File: config.mk
export PLATFORM = sky130hd
export DESIGN_NAME = bps_supervisor
export DESIGN_NICKNAME = d
export VERILOG_FILES = /design/src/bps_pkg.sv /design/src/bps_supervisor.sv
export VERILOG_INCLUDE_DIRS = /design/src /design/src/src
export SDC_FILE = /design/constraint.sdc
export NUM_CORES = 1
export LEC_CHECK = 0
export ABC_AREA = 1
export BUFFER_PORTS_ARGS = -buffer_cell sky130_fd_sc_hd__buf_2
export CAP_MARGIN = 30
export CORE_MARGIN = 5
export CORE_UTILIZATION = 40
export DETAILED_ROUTE_END_ITERATION = 16
export HOLD_SLACK_MARGIN = 0.02
export PLACE_DENSITY = 0.66
export SYNTH_ARGS = -nofsm -noshare
export SYNTH_HDL_FRONTEND = slang
export SYNTH_SLANG_ARGS = --single-unit
File: constraint.sdc
create_clock -name core_clk -period 3.56 [get_ports core_clk]
set_clock_uncertainty 0.15 [all_clocks]
set_input_delay 0.356 -clock core_clk [delete_from_list [all_inputs] [get_ports core_clk]]
set_output_delay 0.356 -clock core_clk [all_outputs]
set_load 0.02 [all_outputs]
File: src/bps_defs.svh
// Purpose: Constants for the battery pack supervisor
// Assumes: 20 MHz core clock
// Notes:   Times kept in their own units; cycle counts derived
`ifndef BPS_DEFS_SVH
`define BPS_DEFS_SVH

`define BPS_CLK_PERIOD_NS   50
`define BPS_TICK_MS         1
`define BPS_TICK_CYCLES     ((`BPS_TICK_MS * 1000000) / `BPS_CLK_PERIOD_NS)
`define BPS_WORK_MS         250
`define BPS_PRESENT_MS      1000
`define BPS_SECOND_MS       1000
`define BPS_BUSOFF_MS       2000
`define BPS_BUS_RESUME_MS   1
`define BPS_DEBOUNCE_MS     10
`define BPS_LOG_SLOW_HOURS  10
`define BPS_LOG_FAST_HOURS  2
`define BPS_LOG_SLOW_S      (`BPS_LOG_SLOW_HOURS * 3600)
`define BPS_LOG_FAST_S      (`BPS_LOG_FAST_HOURS * 3600)

`define BPS_REG_CTRL        8'h00
`define BPS_REG_STATUS      8'h01
`define BPS_REG_SLEEP_INT   8'h02
`define BPS_REG_EOFF_TMO    8'h03
`define BPS_REG_TRIP_SET    8'h04
`define BPS_REG_TRIP_CLR    8'h05
`define BPS_REG_OP_STATE    8'h06
`define BPS_REG_BALANCE     8'h07
`define BPS_REG_TEMP_CFG    8'h08
`define BPS_REG_COUL_LO     8'h09
`define BPS_REG_COUL_HI     8'h0a

`define BPS_CTRL_MODE_LSB   0
`define BPS_CTRL_CHG_BIT    2
`define BPS_CTRL_DSG_BIT    3
`define BPS_CTRL_EXTBAL_BIT 4
`define BPS_CTRL_TRIP_BIT   5
`define BPS_CTRL_SEG_LSB    8
`define BPS_OPST_TRIP_BIT   0

`define BPS_CTRL_RESET      16'h030c
`define BPS_SLEEP_RESET     16'h0014
`define BPS_EOFF_RESET      16'h003c
`define BPS_TRIP_SET_RESET  16'h00c8
`define BPS_TRIP_CLR_RESET  16'h012c
`define BPS_TEMP_RESET      16'h0001

`endif

File: src/bps_pkg.sv
// Purpose: Types for the battery pack supervisor
// Assumes: Constants come from bps_defs.svh
// Notes:   All state of the top module is one packed struct
package bps_pkg;

	typedef enum logic [1:0] {
		BPS_NORMAL   = 2'b00,
		BPS_SLEEP    = 2'b01,
		BPS_SHUTDOWN = 2'b10
	} bps_mode_type;

	typedef struct packed {
		logic [7:0]  addr;
		logic [15:0] wdata;
		logic        wr;
		logic        rd;
	} bps_bus_req_type;

	typedef struct packed {
		logic        work_start;
		logic        cell_refresh;
		logic        low_power;
		logic        log_write_slow;
		logic        log_write_fast;
	} bps_sched_type;

	typedef struct packed {
		logic [1:0]   system_present_n_s;
		logic [1:0]   btn_s;
		logic [1:0]   bclk_s;
		logic [1:0]   bdat_s;
		logic         btn_stable;
		logic [3:0]   btn_cnt;
		logic [14:0]  tick_cnt;
		logic [7:0]   work_cnt;
		logic [9:0]   sec_cnt;
		logic [15:0]  slow_cnt;
		logic [12:0]  fast_cnt;
		logic [15:0]  sleep_cnt;
		logic [15:0]  eoff_cnt;
		logic [10:0]  busoff_cnt;
		bps_mode_type mode;
		logic         present;
		logic         eoff;
		logic         busoff;
		logic         fuse;
		logic         trip;
		logic [15:0]  ctrl;
		logic [15:0]  sleep_int;
		logic [15:0]  eoff_tmo;
		logic [15:0]  trip_set;
		logic [15:0]  trip_clr;
		logic [3:0]   bal_req;
		logic [15:0]  temp_cfg;
		logic [31:0]  coul;
		logic         charging;
		logic         discharging;
		logic [15:0]  rdata;
		bps_sched_type sched;
		logic [4:0]   seg;
	} bps_state_type;

endpackage : bps_pkg

File: src/bps_supervisor.sv
// Purpose: Supervisory control of a battery pack manager
// Assumes: Single 20 MHz clock, registers on a plain strobe port
// Notes:   All slow rates derive from a 1 ms enable pulse
`include "bps_defs.svh"
`timescale 1ns/1ps
`default_nettype none

module bps_supervisor #(
	parameter int TICK_CYCLES = `BPS_TICK_CYCLES
) (
	// Clock and reset
	input  wire logic                   core_clk,
	input  wire logic                   nrst,
	// Register port
	input  wire bps_pkg::bps_bus_req_type bus_req,
	output logic [15:0]                 bus_rdata,
	// Pack pins
	input  wire logic                   system_present_n,
	input  wire logic                   emergency_off_button,
	input  wire logic                   bus_clock_pin,
	input  wire logic                   bus_data_pin,
	output logic                        charge_switch_drive,
	output logic                        discharge_switch_drive,
	output logic                        trip_point_irq,
	output logic                        trip_point_pullup_en,
	output logic                        fuse_fire,
	output logic [4:0]                  display_seg,
	// Measurement side
	input  wire logic signed [15:0]     sense_current,
	input  wire logic                   sense_valid,
	input  wire logic [15:0]            remaining_charge,
	input  wire logic [6:0]             relative_charge_percent,
	input  wire logic                   permanent_fail,
	input  wire logic [4:0]             permanent_fail_code,
	input  wire logic                   fault_detected,
	input  wire logic                   secondary_fault,
	input  wire logic [15:0]            log_ram_sig,
	input  wire logic [15:0]            log_nv_sig,
	input  wire logic [15:0]            log_fast_ram_sig,
	input  wire logic [15:0]            log_fast_nv_sig,
	// Control outputs
	output bps_pkg::bps_sched_type      sched,
	output logic                        bus_ready,
	output logic [3:0]                  balance_en,
	output logic [4:0]                  temp_enable,
	output logic [4:0]                  temp_is_switch
);

	// Keeps only the lowest requested cell
	function automatic logic [3:0] bps_lowest(input logic [3:0] r);
		bps_lowest = r & (~r + 4'h1);
	endfunction : bps_lowest

	// Segments lit for a charge percentage on n segments
	function automatic logic [4:0] bps_bar(input logic [6:0] pct, input logic [2:0] n);
		logic [4:0] b;
		b = 5'h00;
		for (int k = 0; k < 5; k++) begin
			if (k < int'(n) && int'(pct) * int'(n) > k * 100)
				b[k] = 1'b1;
		end
		bps_bar = b;
	endfunction : bps_bar

	// Out-of-range counts fall back to the nearest legal display
	function automatic logic [2:0] bps_seg_count(input logic [2:0] f);
		if (f < 3'h3)
			bps_seg_count = 3'h3;
		else if (f > 3'h5)
			bps_seg_count = 3'h5;
		else
			bps_seg_count = f;
	endfunction : bps_seg_count

	bps_pkg::bps_state_type s_q;
	bps_pkg::bps_state_type s_d;

	logic tick;
	logic btn_fall;
	logic sec_tick;
	logic active;
	logic [2:0] seg_n;

	assign tick   = (s_q.tick_cnt == 15'(TICK_CYCLES - 1));
	assign active = (s_q.mode != bps_pkg::BPS_SHUTDOWN);
	assign seg_n  = bps_seg_count(s_q.ctrl[`BPS_CTRL_SEG_LSB +: 3]);

	always_comb begin
		s_d = s_q;
		s_d.sched = '0;
		btn_fall = 1'b0;
		sec_tick = 1'b0;

		// Pins pass two flops before use
		s_d.system_present_n_s = {s_q.system_present_n_s[0], system_present_n};
		s_d.btn_s  = {s_q.btn_s[0], emergency_off_button};
		s_d.bclk_s = {s_q.bclk_s[0], bus_clock_pin};
		s_d.bdat_s = {s_q.bdat_s[0], bus_data_pin};

		// 1 ms base tick
		s_d.tick_cnt = tick ? 15'h0000 : s_q.tick_cnt + 15'h0001;

		// Level must hold the debounce time before it counts
		if (s_q.btn_s[1] == s_q.btn_stable) begin
			s_d.btn_cnt = 4'h0;
		end else if (tick) begin
			if (s_q.btn_cnt == 4'(`BPS_DEBOUNCE_MS - 1)) begin
				s_d.btn_stable = s_q.btn_s[1];
				s_d.btn_cnt = 4'h0;
				btn_fall = s_q.btn_stable;
			end else begin
				s_d.btn_cnt = s_q.btn_cnt + 4'h1;
			end
		end

		// Second counter and long log periods
		if (tick) begin
			if (s_q.sec_cnt == 10'(`BPS_SECOND_MS - 1)) begin
				s_d.sec_cnt = 10'h000;
				sec_tick = 1'b1;
			end else begin
				s_d.sec_cnt = s_q.sec_cnt + 10'h001;
			end
		end
		if (sec_tick) begin
			s_d.present = ~s_q.system_present_n_s[1];
			if (s_q.slow_cnt == 16'(`BPS_LOG_SLOW_S - 1)) begin
				s_d.slow_cnt = 16'h0000;
				s_d.sched.log_write_slow = active && (log_ram_sig != log_nv_sig);
			end else begin
				s_d.slow_cnt = s_q.slow_cnt + 16'h0001;
			end
			if (s_q.fast_cnt == 13'(`BPS_LOG_FAST_S - 1)) begin
				s_d.fast_cnt = 13'h0000;
				s_d.sched.log_write_fast = active && (log_fast_ram_sig != log_fast_nv_sig);
			end else begin
				s_d.fast_cnt = s_q.fast_cnt + 13'h0001;
			end
		end

		// Quarter-second work slot
		if (tick) begin
			if (s_q.work_cnt == 8'(`BPS_WORK_MS - 1)) begin
				s_d.work_cnt = 8'h00;
				if (s_q.mode == bps_pkg::BPS_NORMAL) begin
					s_d.sched.work_start = 1'b1;
					s_d.sched.cell_refresh = 1'b1;
				end else if (s_q.mode == bps_pkg::BPS_SLEEP) begin
					if (s_q.sleep_cnt + 16'h0001 >= s_q.sleep_int) begin
						s_d.sleep_cnt = 16'h0000;
						s_d.sched.work_start = 1'b1;
						s_d.sched.cell_refresh = 1'b1;
					end else begin
						s_d.sleep_cnt = s_q.sleep_cnt + 16'h0001;
					end
				end
			end else begin
				s_d.work_cnt = s_q.work_cnt + 8'h01;
			end
		end
		// Between slots the core rests
		s_d.sched.low_power = active && !s_d.sched.work_start;
		if (!active) begin
			s_d.sched = '0;
			s_d.sched.low_power = 1'b1;
		end

		// Wake from sleep on current flow or fault
		case (s_q.mode)
			bps_pkg::BPS_SLEEP: begin
				if ((sense_valid && sense_current != 16'sh0000) || fault_detected)
					s_d.mode = bps_pkg::BPS_NORMAL;
			end
			bps_pkg::BPS_NORMAL: ;
			bps_pkg::BPS_SHUTDOWN: ;
			default: s_d.mode = bps_pkg::BPS_NORMAL;
		endcase

		// Emergency off and its recovery
		if (!s_q.eoff) begin
			s_d.eoff_cnt = 16'h0000;
			if (btn_fall)
				s_d.eoff = 1'b1;
		end else if (btn_fall) begin
			s_d.eoff = 1'b0;
		end else if (sec_tick) begin
			if (s_q.eoff_cnt + 16'h0001 >= s_q.eoff_tmo)
				s_d.eoff = 1'b0;
			else
				s_d.eoff_cnt = s_q.eoff_cnt + 16'h0001;
		end

		// Bus off: both lines low for the full time
		if (s_q.bclk_s[1] || s_q.bdat_s[1]) begin
			s_d.busoff_cnt = 11'h000;
			s_d.busoff = 1'b0;
		end else if (tick && !s_q.busoff) begin
			if (s_q.busoff_cnt == 11'(`BPS_BUSOFF_MS - 1))
				s_d.busoff = 1'b1;
			else
				s_d.busoff_cnt = s_q.busoff_cnt + 11'h001;
		end

		// Current direction and charge integration
		if (sense_valid && active) begin
			s_d.charging = (sense_current > 16'sh0000);
			s_d.discharging = (sense_current < 16'sh0000);
			s_d.coul = s_q.coul + 32'(sense_current);
		end

		// Trip flag; set wins over clear if thresholds overlap
		if (remaining_charge <= s_q.trip_set)
			s_d.trip = 1'b1;
		else if (remaining_charge >= s_q.trip_clr)
			s_d.trip = 1'b0;

		// Fuse latches until reset: the pack is dead anyway
		if (secondary_fault)
			s_d.fuse = 1'b1;

		// Display shows fail code over capacity
		if (permanent_fail)
			s_d.seg = permanent_fail_code & bps_bar(7'd100, seg_n);
		else
			s_d.seg = bps_bar(relative_charge_percent, seg_n);
		if (!active)
			s_d.seg = 5'h00;

		// Register writes
		if (bus_req.wr) begin
			case (bus_req.addr)
				`BPS_REG_CTRL: begin
					s_d.ctrl = bus_req.wdata;
					if (bus_req.wdata[`BPS_CTRL_MODE_LSB +: 2] != 2'b11)
						s_d.mode = bps_pkg::bps_mode_type'(bus_req.wdata[`BPS_CTRL_MODE_LSB +: 2]);
				end
				`BPS_REG_SLEEP_INT: s_d.sleep_int = bus_req.wdata;
				`BPS_REG_EOFF_TMO:  s_d.eoff_tmo = bus_req.wdata;
				`BPS_REG_TRIP_SET:  s_d.trip_set = bus_req.wdata;
				`BPS_REG_TRIP_CLR:  s_d.trip_clr = bus_req.wdata;
				`BPS_REG_BALANCE:   s_d.bal_req = bus_req.wdata[3:0];
				`BPS_REG_TEMP_CFG:  s_d.temp_cfg = bus_req.wdata;
				default: ;
			endcase
		end

		// Register reads, data stand one cycle later only
		s_d.rdata = 16'h0000;
		if (bus_req.rd) begin
			case (bus_req.addr)
				`BPS_REG_CTRL:      s_d.rdata = s_q.ctrl;
				`BPS_REG_STATUS:    s_d.rdata = {8'h00, s_q.discharging, s_q.charging,
					s_q.fuse, s_q.busoff, s_q.eoff, s_q.present, s_q.mode};
				`BPS_REG_SLEEP_INT: s_d.rdata = s_q.sleep_int;
				`BPS_REG_EOFF_TMO:  s_d.rdata = s_q.eoff_tmo;
				`BPS_REG_TRIP_SET:  s_d.rdata = s_q.trip_set;
				`BPS_REG_TRIP_CLR:  s_d.rdata = s_q.trip_clr;
				`BPS_REG_OP_STATE:  s_d.rdata = {15'h0000, s_q.trip};
				`BPS_REG_BALANCE:   s_d.rdata = {12'h000, s_q.bal_req};
				`BPS_REG_TEMP_CFG:  s_d.rdata = s_q.temp_cfg;
				`BPS_REG_COUL_LO:   s_d.rdata = s_q.coul[15:0];
				`BPS_REG_COUL_HI:   s_d.rdata = s_q.coul[31:16];
				default:            s_d.rdata = 16'h0000;
			endcase
		end
	end

	always_ff @(posedge core_clk or negedge nrst) begin
		if (!nrst) begin
			s_q            <= '0;
			s_q.system_present_n_s     <= 2'h3;
			s_q.btn_s      <= 2'h3;
			s_q.bclk_s     <= 2'h3;
			s_q.bdat_s     <= 2'h3;
			s_q.btn_stable <= 1'b1;
			s_q.mode       <= bps_pkg::BPS_NORMAL;
			s_q.ctrl       <= `BPS_CTRL_RESET;
			s_q.sleep_int  <= `BPS_SLEEP_RESET;
			s_q.eoff_tmo   <= `BPS_EOFF_RESET;
			s_q.trip_set   <= `BPS_TRIP_SET_RESET;
			s_q.trip_clr   <= `BPS_TRIP_CLR_RESET;
			s_q.temp_cfg   <= `BPS_TEMP_RESET;
		end else begin
			s_q <= s_d;
		end
	end

	// Switches follow software enables unless off, fused or shut down
	assign charge_switch_drive    = s_q.ctrl[`BPS_CTRL_CHG_BIT] && !s_q.eoff
		&& !s_q.fuse && active;
	assign discharge_switch_drive = s_q.ctrl[`BPS_CTRL_DSG_BIT] && !s_q.eoff
		&& !s_q.fuse && active;
	assign trip_point_irq       = s_q.trip && s_q.ctrl[`BPS_CTRL_TRIP_BIT];
	assign trip_point_pullup_en = s_q.ctrl[`BPS_CTRL_TRIP_BIT];
	assign fuse_fire   = s_q.fuse;
	assign display_seg = s_q.seg;
	assign sched       = s_q.sched;
	assign bus_rdata   = s_q.rdata;
	// Released bus-off clears within three cycles, well inside 1 ms
	assign bus_ready   = !s_q.busoff && active;
	// External bypass allows one cell; none while discharging
	assign balance_en  = s_q.discharging || !active ? 4'h0 :
		(s_q.ctrl[`BPS_CTRL_EXTBAL_BIT] ? bps_lowest(s_q.bal_req) : s_q.bal_req);
	assign temp_enable    = s_q.temp_cfg[4:0];
	assign temp_is_switch = s_q.temp_cfg[12:8];

endmodule : bps_supervisor

`default_nettype wire

# [After elaboration in Yosys (flattened, before gate mapping)]
# Index checks and enable logic that the tools add are counted.
[op_classes] add_sub_neg=11 multipliers=2 n_lt_le_gt_ge=23 eq_ne=28 muxes=68 bitwise_logic=6 reduce_logical=52
[ops] cell="one-hot mux 16 bit (11 select lines)" count=1
[ops] cell="2-to-1 mux 16 bit" count=7
[ops] cell="greater-than comparator 32 x 1 -> 1 bit (second input constant)" count=2
[ops] cell="greater-than comparator 32 x 10 -> 1 bit (second input constant)" count=2
[ops] cell="greater-than comparator 32 x 8 -> 1 bit (second input constant)" count=2
[ops] cell="greater-than comparator 32 x 9 -> 1 bit (second input constant)" count=2
[ops] cell="adder 16 x 1 -> 16 bit (second input constant)" count=3
[ops] cell=">= comparator 16 bit" count=3
[ops] cell="2-to-1 mux 11 bit" count=3
[ops] cell="adder 32 bit" count=1
[ops] cell="== test 8 x 3 -> 1 bit (second input constant)" count=4
[ops] cell="2-to-1 mux 1 bit" count=32
[ops] cell="!= test 16 bit" count=2
[ops] cell="== test 8 x 4 -> 1 bit (second input constant)" count=3
[ops] cell="logical AND 1 bit" count=24
[ops] cell="greater-than comparator 10 x 9 -> 1 bit (second input constant)" count=2
[ops] cell="2-to-1 mux 2 bit" count=10
[ops] cell="2-to-1 mux 4 bit" count=5
[ops] cell="AND reduction 2 bit" count=9
[ops] cell="== test 16 bit (second input constant)" count=1
[ops] cell="== test 8 x 2 -> 1 bit (second input constant)" count=2
[ops] cell="greater-than comparator 16 x 1 -> 1 bit (second input constant)" count=1
[ops] cell="<= comparator 16 bit" count=1
[ops] cell="less-than comparator 16 x 1 -> 1 bit (second input constant)" count=1
[ops] cell="45 further kinds" count=67
[totals] register_bits=285

# [Longest topological paths before layout]
# Gate-level depths: netlist (run 1).
[depth] word_depth=11 depth_mapped=20 ltp_nobuf=19

# [Worst setup path before layout (run 1)]
# Ideal clock, no wire load.
[synth_path] kind="register to register" start="reg s_q[154] (netlist name)" end="reg s_q (netlist bit display_seg[1])" setup_time_ns=0.113 arrival_ns=2.746 required_ns=3.297 setup_slack_ns=0.551 stages_incl_launch_ff=18 n_path_buf=1 cell_sequence="dfrtp_1 > clkbuf_2 > inv_1 > nor2_1 > nand2_1 > nand2_1 > inv_1 > fa_1 > ha_1 > fa_1 > nand3_1 > nand2_1 > xnor2_1 > nor2_1 > nand2_1 > nand3_1 > nand2_1 > inv_1"
[synth_rtl] item="start: declaration" line="bps_supervisor.sv:75" source="bps_pkg::bps_state_type s_q;"

# [Worst setup path after layout (run 1)]
[layout_path] start="reg s_q[178] (netlist name)" end="reg s_q[185] (netlist name)"
[layout_between] elab_chain_cells=5
[layout_lines] item="adder 16 x 1 -> 16 bit *" line="bps_supervisor.sv:187, bps_supervisor.sv:190"
[layout_lines] item="parallel branches: the longest is 4 deep, another holds >= comparator 16 bit"
# Every way passes the cells marked *. The select of a mux whose other input is x is not followed.
# A chain may end at the register's enable or synchronous reset.

==> results of run 1 <==
logic make-up (layout without fill, tap and decap cells):
group,after synthesis,count (layout),synth area share
xor gates and xnor gates,94,94,0.04291
DFF,284,284,0.3722
buffers and inverters,497,691,0.1071
adders and majority gates,126,126,0.08490
and+or+nand+nor,1326,1326,0.2953
AOI/OAI and AO/OA,353,353,0.09762
synthesized netlist by cell type (all sizes together) (2+ instances only):
cell,n
xor2,48
xnor2,46
nor3,48
dfrtp,257
and3,4
clkbuf,36
o21bai,3
nand2,792
nor4,9
nand3b,21
o22ai,12
dfstp,27
a21oi,99
a21o,3
fa,7
ha,119
inv,404
buf,55
o21a,6
o31ai,2
clkinv,2
nand3,170
o211ai,11
nor3b,9
nor2,219
o21ai,208
nand4,47
or2,7
o2111ai,3
state kept, by name (all words and copies together), names as in the netlist, 4 cells and up:
register,cells
s_q,243
s_d,4
temp_is_switch,5
temp_enable,5
sched,4
bus_rdata,16
display_seg,5
layout make-up:
cell class / instances / share of cell area
clock buffer: 46 / 0.04589
clock inverter: 17 / 0.01348
inverter: 406 / 0.06927
multi-input combinational: 1899 / 0.4542
sequential: 284 / 0.3246
tap: 615 / 0.03497
timing repair buffer: 222 / 0.05767
worst register-to-register path: cells and delay by family (launching register included):
family / cells / cell delay [ns]
simple gates: 9 / 1.59
compound gates: 3 / 0.42
flops: 1 / 0.42
fa+ha+maj: 1 / 0.31
xor+xnor: 1 / 0.16
buf+inv: 1 / 0.08
routing by layer:
metal / global-route usage / share of wire / vias to the layer above
li1: - / - / 8860
met1: 0.2790 / 0.45 / 8268
met2: 0.3425 / 0.47 / 494
met3: 0.03121 / 0.057 / 95
met4: 0.06221 / 0.030 / 0
met5: 0 / 0 / -
stage by stage:
stage | std cells | hold WS (ns)
3_3_place_gp | 3415 | 0.1965
6_report | 3489 | 0.03378
4_1_cts | 3489 | 0.02609
2_1_floorplan | 2680 | -0.08959
5_1_grt | 3489 | 0.02654
3_5_place_dp | 3415 | 0.1968
how the worst min path moves through the flow:
stage	start	endpoint	slack [ns]	depth (start not counted)
3_5_place_dp	s_d[278]$_DFF_PN1_	s_q[278]$_DFF_PN1_	0.20	0
4_1_cts	sense_current[0]	s_q[28]$_DFFE_PN0P_	0.03	4
2_1_floorplan	nrst	bus_rdata[0]$_DFF_PN0_	-0.09	0
6_report	bus_req[2]	s_q[165]$_DFF_PN0_	0.03	3
5_1_grt	bus_req[2]	s_q[165]$_DFF_PN0_	0.03	3
3_3_place_gp	s_d[284]$_DFF_PN1_	s_q[284]$_DFF_PN1_	0.20	0
where the power goes:
group          internal, mW  switching, mW
Sequential             3.49          0.298
Clock                  2.58           1.46
Combinational          1.03           1.82
Total                  7.11           3.58
==> metrics.csv, run 1 <==
stage,metric,value,unit
status,outcome,"finished, final reports clean",
critical_path,r2r_end,s_q[185]$_DFFE_PN0P_,
finish,final_core_util,0.4627,
global_route,grt_use_total,0.2059,
yosys,ys_dominant_reg_cell,dfrtp_1,
yosys,syn_avg_cell_area,7.159,um2
die,die_area,0.05245,mm2
detailed_routing,first_pass_iters,6,
critical_path,path_class,register to register,
die,pin_count,190,
yosys,synth_area_leader_cell,dfrtp_1,
clock_network,cts_tree,yes,
die,die_h,229.0,um
hold_path,min_path_type,primary input to register,
global_route,grt_pass1_wl,88.87,mm
finish,drive_above_1_share,0.1162,
yosys,syn_inst,2680,
critical_path,cp-start-kind,register,
critical_path,reg2reg_depth,15,
die,die_width,229.0,um
die,start_util,0.4036,
detailed_routing,vias_per_cell,5.078,
global_route,grt.overflow.total,0,
yosys,synth_fp_nets,2950,
critical_path,crit_family,simple AND/OR/NAND/NOR gates,
sta,final_hold_viol_count,0,
critical_path,cp-end-kind,register,
global_route,grt_pass1_vias,17030,
critical_path,cp_slowest_stage_delay,0.42,ns
critical_path,worst_ep_required_time,3.84,ns
finish,final_cell_mix,"786 x nand2_1, 400 x inv_1, 257 x dfrtp_1",
global_route,antenna_found_initial,0,
detailed_routing,vias,17720,
critical_path,critPathBufInv,1,
global_route,grt_max_degree,92,
placement,routabilityCongestion,0.9146,
clock_network,post-cts-setup-buffers,0,
sta,rsz0062_at_grt,false,
die,core,0.04755,mm2
yosys,synth_edf_count,0,
detailed_routing,antenna_left,0,
critical_path,cp_common_cell,nand2_1,
critical_path,crit_arrival,3.51,ns
clock_network,numCtsBuffers,35,
yosys,synth.yosys.seq_area_share,0.3722,
critical_path,rrSetupSlack,0.34,ns
clock_network,htree_levels,2,
clock_network,clock_latency,0.55,ns
power,power_leakage,11.18,nW
critical_path,timing.rr.start,s_q[178]$_DFFE_PN0P_,
yosys,yosysWarningCount,0,
critical_path,cp.depth,15,
clock_network,postCtsResizedCells,0,
sta,relSlewSlack,0.3337,
job,drv_cap,0,
finish,nets,3118,
finish,nFillCells,4754,
placement,placed_cell_area,0.02058,mm2
sta,fmax,0.3102,GHz
die,placementRows,80,
finish,regArea,0.007141,mm2
clock_network,cts-root-buf,clkbuf_16,
power,power.total,10.69,mW
clock_network,clkSlewWorstSetupHoldPaths,0.07,ns
finish,multi_input_comb_area,0.009992,mm2
yosys,synth_top_area_frac,0.3352,
finish,design_area,0.02200,mm2
detailed_routing,wl_per_cell,15.79,um
yosys,ys_seq_elements,284,
placement,io_buffers,189,
finish,syn_to_final_growth,14.67,%
detailed_routing,drcViolationCount,0,
sta,fin_crit_sh,0.9055,
yosys,ys_top_cells_by_area,"dfrtp_1 34%, nand2_1 15%, inv_1 7.8%, ha_1 7.8%, o21ai_0 4.9%",
finish,final_common_cell,nand2_1,
placement,dp_hpwl,42.72,mm
sta,setup_viol,0,
sta,fin_ws,0.3366,ns
clock_network,clk_path_buf_depth,3,
placement,place_ws,0.4307,ns
detailed_routing,wl,55.10,mm
detailed_routing,drtIter0Drc,1429,
critical_path,critPathMaxFanout,16,
clock_network,cts_sinks,284,
yosys,netlist_area,0.01919,mm2
sta,timing.final.crit_period,3.223,ns
critical_path,critPathSlowestCell,dfrtp_1,
critical_path,startpoint,s_q[178]$_DFFE_PN0P_,
sta,fin_setup_tns,0,ns
sta,drv_slew,0,
sta,worstMarginPinSlew,0.9970,ns
yosys,synthDistinctLibCells,50,
critical_path,crit_end,s_q[185]$_DFFE_PN0P_,
finish,n_antenna_cell,0,
power,peakVddDrop,298.9,uV
power,p_per_area,485.9,mW/mm2
clock_network,cts_hold_buf,11,
yosys,synthArstFlopShare,1.000,
critical_path,path_cells,nand3_1 > nor3_1 > nand2_1 > nor2_1 > xor2_1 > inv_1 > ha_1 > a21oi_1 > o21ai_0 > a21oi_1 > nand2_1 > nor2_1 > nand2_2 > nand3_1 > nand2_1,
No activity file was read; power rests on OpenSTA's default activity.
==> run 2, diff against run 1 <==
--- a/config.mk
+++ b/config.mk
@@ -14,6 +14,7 @@
 export DETAILED_ROUTE_END_ITERATION = 16
 export HOLD_SLACK_MARGIN = 0.02
 export PLACE_DENSITY = 0.66
+export REMOVE_ABC_BUFFERS = 1
 export SYNTH_ARGS = -nofsm -noshare
 export SYNTH_HDL_FRONTEND = slang
 export SYNTH_SLANG_ARGS = --single-unit
==> run 2 against run 1 <==
Against the previous run: first-iteration DRC count is 10% higher; routed wire length is 0.86% lower; final cell count is 0.37% higher; die area stayed put; total power is 2.7% lower; register-to-register slack hardly changed; fmax is 0.19% higher; worst hold slack better by 0.025 ns; setup slack better by 0.0063 ns; non-clock buffer count is 8 higher; highest routed layer is now met5.
==> metrics.csv, run 2 (synthesized netlist as in run 1, its figures left out) <==
stage,metric,value,unit,change
status,outcome,"finished, final reports clean",,unchanged
global_route,grt_use_total,0.2049,,was 0.2059
global_route,grt.overflow.total,0,,unchanged
finish,stdcell_count,3502,,was 3489
detailed_routing,vias_per_cell,5.080,,was 5.078
clock_network,cts_tree,yes,,unchanged
clock_network,numCtsBuffers,36,,was 35
global_route,grt.busiest_layer,met2,,unchanged
clock_network,clk_path_buf_depth,3,,unchanged
sta,timing.final.crit_period,3.217,ns,was 3.223 ns
critical_path,path_class,register to register,,unchanged
die,placementRows,80,,unchanged
sta,final_hold_viol_count,0,,unchanged
detailed_routing,antenna_left,0,,unchanged
detailed_routing,wl_per_cell,15.60,um,was 15.79 um
clock_network,cts-root-buf,clkbuf_16,,unchanged
finish,final_common_cell,nand2_1,,unchanged
sta,hold_slack,0.05832,ns,was 0.03378 ns
placement,dp.cells,3419,,was 3415
finish,final_core_util,0.4629,,was 0.4627
hold_path,min_path_type,primary input to register,,unchanged
finish,drive_above_1_share,0.1189,,was 0.1162
detailed_routing,first_pass_iters,7,,was 6
global_route,grt_pass1_vias,17100,,was 17.03k
detailed_routing,wl,54.63,mm,was 55.10 mm
global_route,grt.met3_usage,0.04508,,was 0.03121
clock_network,htree_levels,2,,unchanged
clock_network,cts_sinks,284,,unchanged
clock_network,clkSlewWorstSetupHoldPaths,0.06,ns,was 0.07 ns
die,die_h,229.0,um,unchanged
finish,largest_register_ffs,243,,unchanged
power,power_leakage,11.19,nW,was 11.18 nW
critical_path,crit_arrival,3.49,ns,was 3.51 ns
global_route,use_met1,0.2767,,was 0.2790
global_route,grt_max_degree,101,,was 92
finish,top_register,s_q,,unchanged
sta,worstMarginPinSlew,1.023,ns,was 0.9970 ns
die,die_width,229.0,um,unchanged
placement,io_buffers,189,,unchanged
finish,final_cell_mix,"786 x nand2_1, 400 x inv_1, 257 x dfrtp_1",,unchanged
die,pin_count,190,,unchanged
critical_path,worst_ep_required_time,3.83,ns,was 3.84 ns
detailed_routing,drcViolationCount,0,,unchanged
sta,fin_crit_sh,0.9037,,was 0.9055
sta,drv_slew,0,,unchanged
sta,rsz0062_at_grt,false,,unchanged
critical_path,cp-end-kind,register,,unchanged
critical_path,cp-start-kind,register,,unchanged
sta,fmax,0.3108,GHz,was 0.3102 GHz
global_route,grt_pass1_wl,88.55,mm,was 88.87 mm
critical_path,critPathMaxFanout,9,,was 16
global_route,met2_usage,0.3204,,was 0.3425
die,die_area,0.05245,mm2,unchanged
finish,syn_to_final_growth,14.70,%,was 14.67%
power,p_per_area,472.5,mW/mm2,was 485.9 mW/mm2
detailed_routing,vias,17790,,was 17.72k
clock_network,clock_latency,0.56,ns,was 0.55 ns
job,drv_cap,0,,unchanged
detailed_routing,drtIter0Drc,1576,,was 1429
finish,nFillCells,4750,,was 4754
global_route,antenna_found_initial,4,,was 0
placement,dp_hpwl,42.56,mm,was 42.72 mm
sta,fin_setup_tns,0,ns,unchanged
die,core,0.04755,mm2,unchanged
power,peakVddDrop,252.1,uV,was 298.9 uV
placement,routabilityCongestion,0.9452,,was 0.9146
die,start_util,0.4036,,unchanged
sta,relSlewSlack,0.3161,,was 0.3337
finish,nets,3127,,was 3118
sta,setup_viol,0,,unchanged
-- run 2: cell count changes in the layout (fill, tap and decap cells not counted), moves of 2 or more --
cell / change
buf_4: +5
clkinv_2: +3
bufinv_16: -6
diode_2: +2
clkbuf_8: +4
dlygate4sd3_1: +3
-- run 2: layout make-up --
type                       instances  area, um2  area share
inverter                         406       1524     0.06924
multi-input combinational       1899       9997      0.4542
sequential                       284       7141      0.3244
clock buffer                      51       1090     0.04952
timing repair buffer             230       1336     0.06072
antenna                            2      5.005   0.0002274
clock inverter                    15      146.4    0.006651
tap                              615      769.5     0.03496
-- run 2: final timing paths --
kind | startpoint | end | slack, ns | cells after the start
setup reg to reg | s_q[154]$_DFFE_PN0P_ | display_seg[4]$_DFF_PN0_ | 0.34 | 14
min in group asynchronous | nrst | s_q[220]$_DFFE_PN0P_ | 0.32 | 2
max in group asynchronous | nrst | bus_rdata[13]$_DFF_PN0_ | 2.05 | 3
hold reg to reg | s_d[278]$_DFF_PN1_ | s_q[278]$_DFF_PN1_ | 0.21 | 0
setup / recovery | s_q[154]$_DFFE_PN0P_ | display_seg[4]$_DFF_PN0_ | 0.34 | 14
hold / removal | bus_req[17] | s_q[111]$_DFFE_PN0P_ | 0.06 | 3
-- run 2: what timing repair did --
item                                   4_1_cts  5_1_grt
endpoints found under the hold margin      103        0
resized for setup                            0        1
hold buffers                                14        0
setup endpoints to repair                    0        7
setup buffers                                0        0
-- run 2: through the flow --
stage | area, um2 | setup slack, ns | total power [mW]
after CTS | 21990 | 0.3522 | 10.47
after detailed placement | 20610 | 0.3622 | 6.628
after global placement | 20610 | 0.4064 | 6.577
after global routing | 22010 | 0.04884 | 11.07
final | 22010 | 0.3428 | 10.40
after floorplan | 18660 | 0.3448 | 5.737
-- run 2: worst max-delay path, stage by stage, from the launching register on --
cell,delay [ns]
dfrtp_1,0.37
inv_1,0.23
nor2_1,0.08
nand2_1,0.20
nand2_1,0.08
inv_1,0.08
fa_1,0.41
ha_1,0.25
fa_1,0.43
nand3_1,0.09
nand2_1,0.06
xnor2_1,0.34
nand3_1,0.15
nand3b_1,0.11
a21oi_1,0.06
-- run 2: report_power, final --
group	internal (mW)	total [mW]	leakage, nW	switching, mW
Clock	2.29	3.76	0.616	1.48
Sequential	3.49	3.77	3.75	0.277
Combinational	1.03	2.86	6.83	1.83
Total	6.82	10.4	11.2	3.58
-- run 2: routing by layer --
metal  vias to the layer above  share of wire
met4                         2          0.039
met2                       545           0.44
met1                      8240           0.45
li1                       8884              -
met3                       119          0.075
met5                         -        0.00024
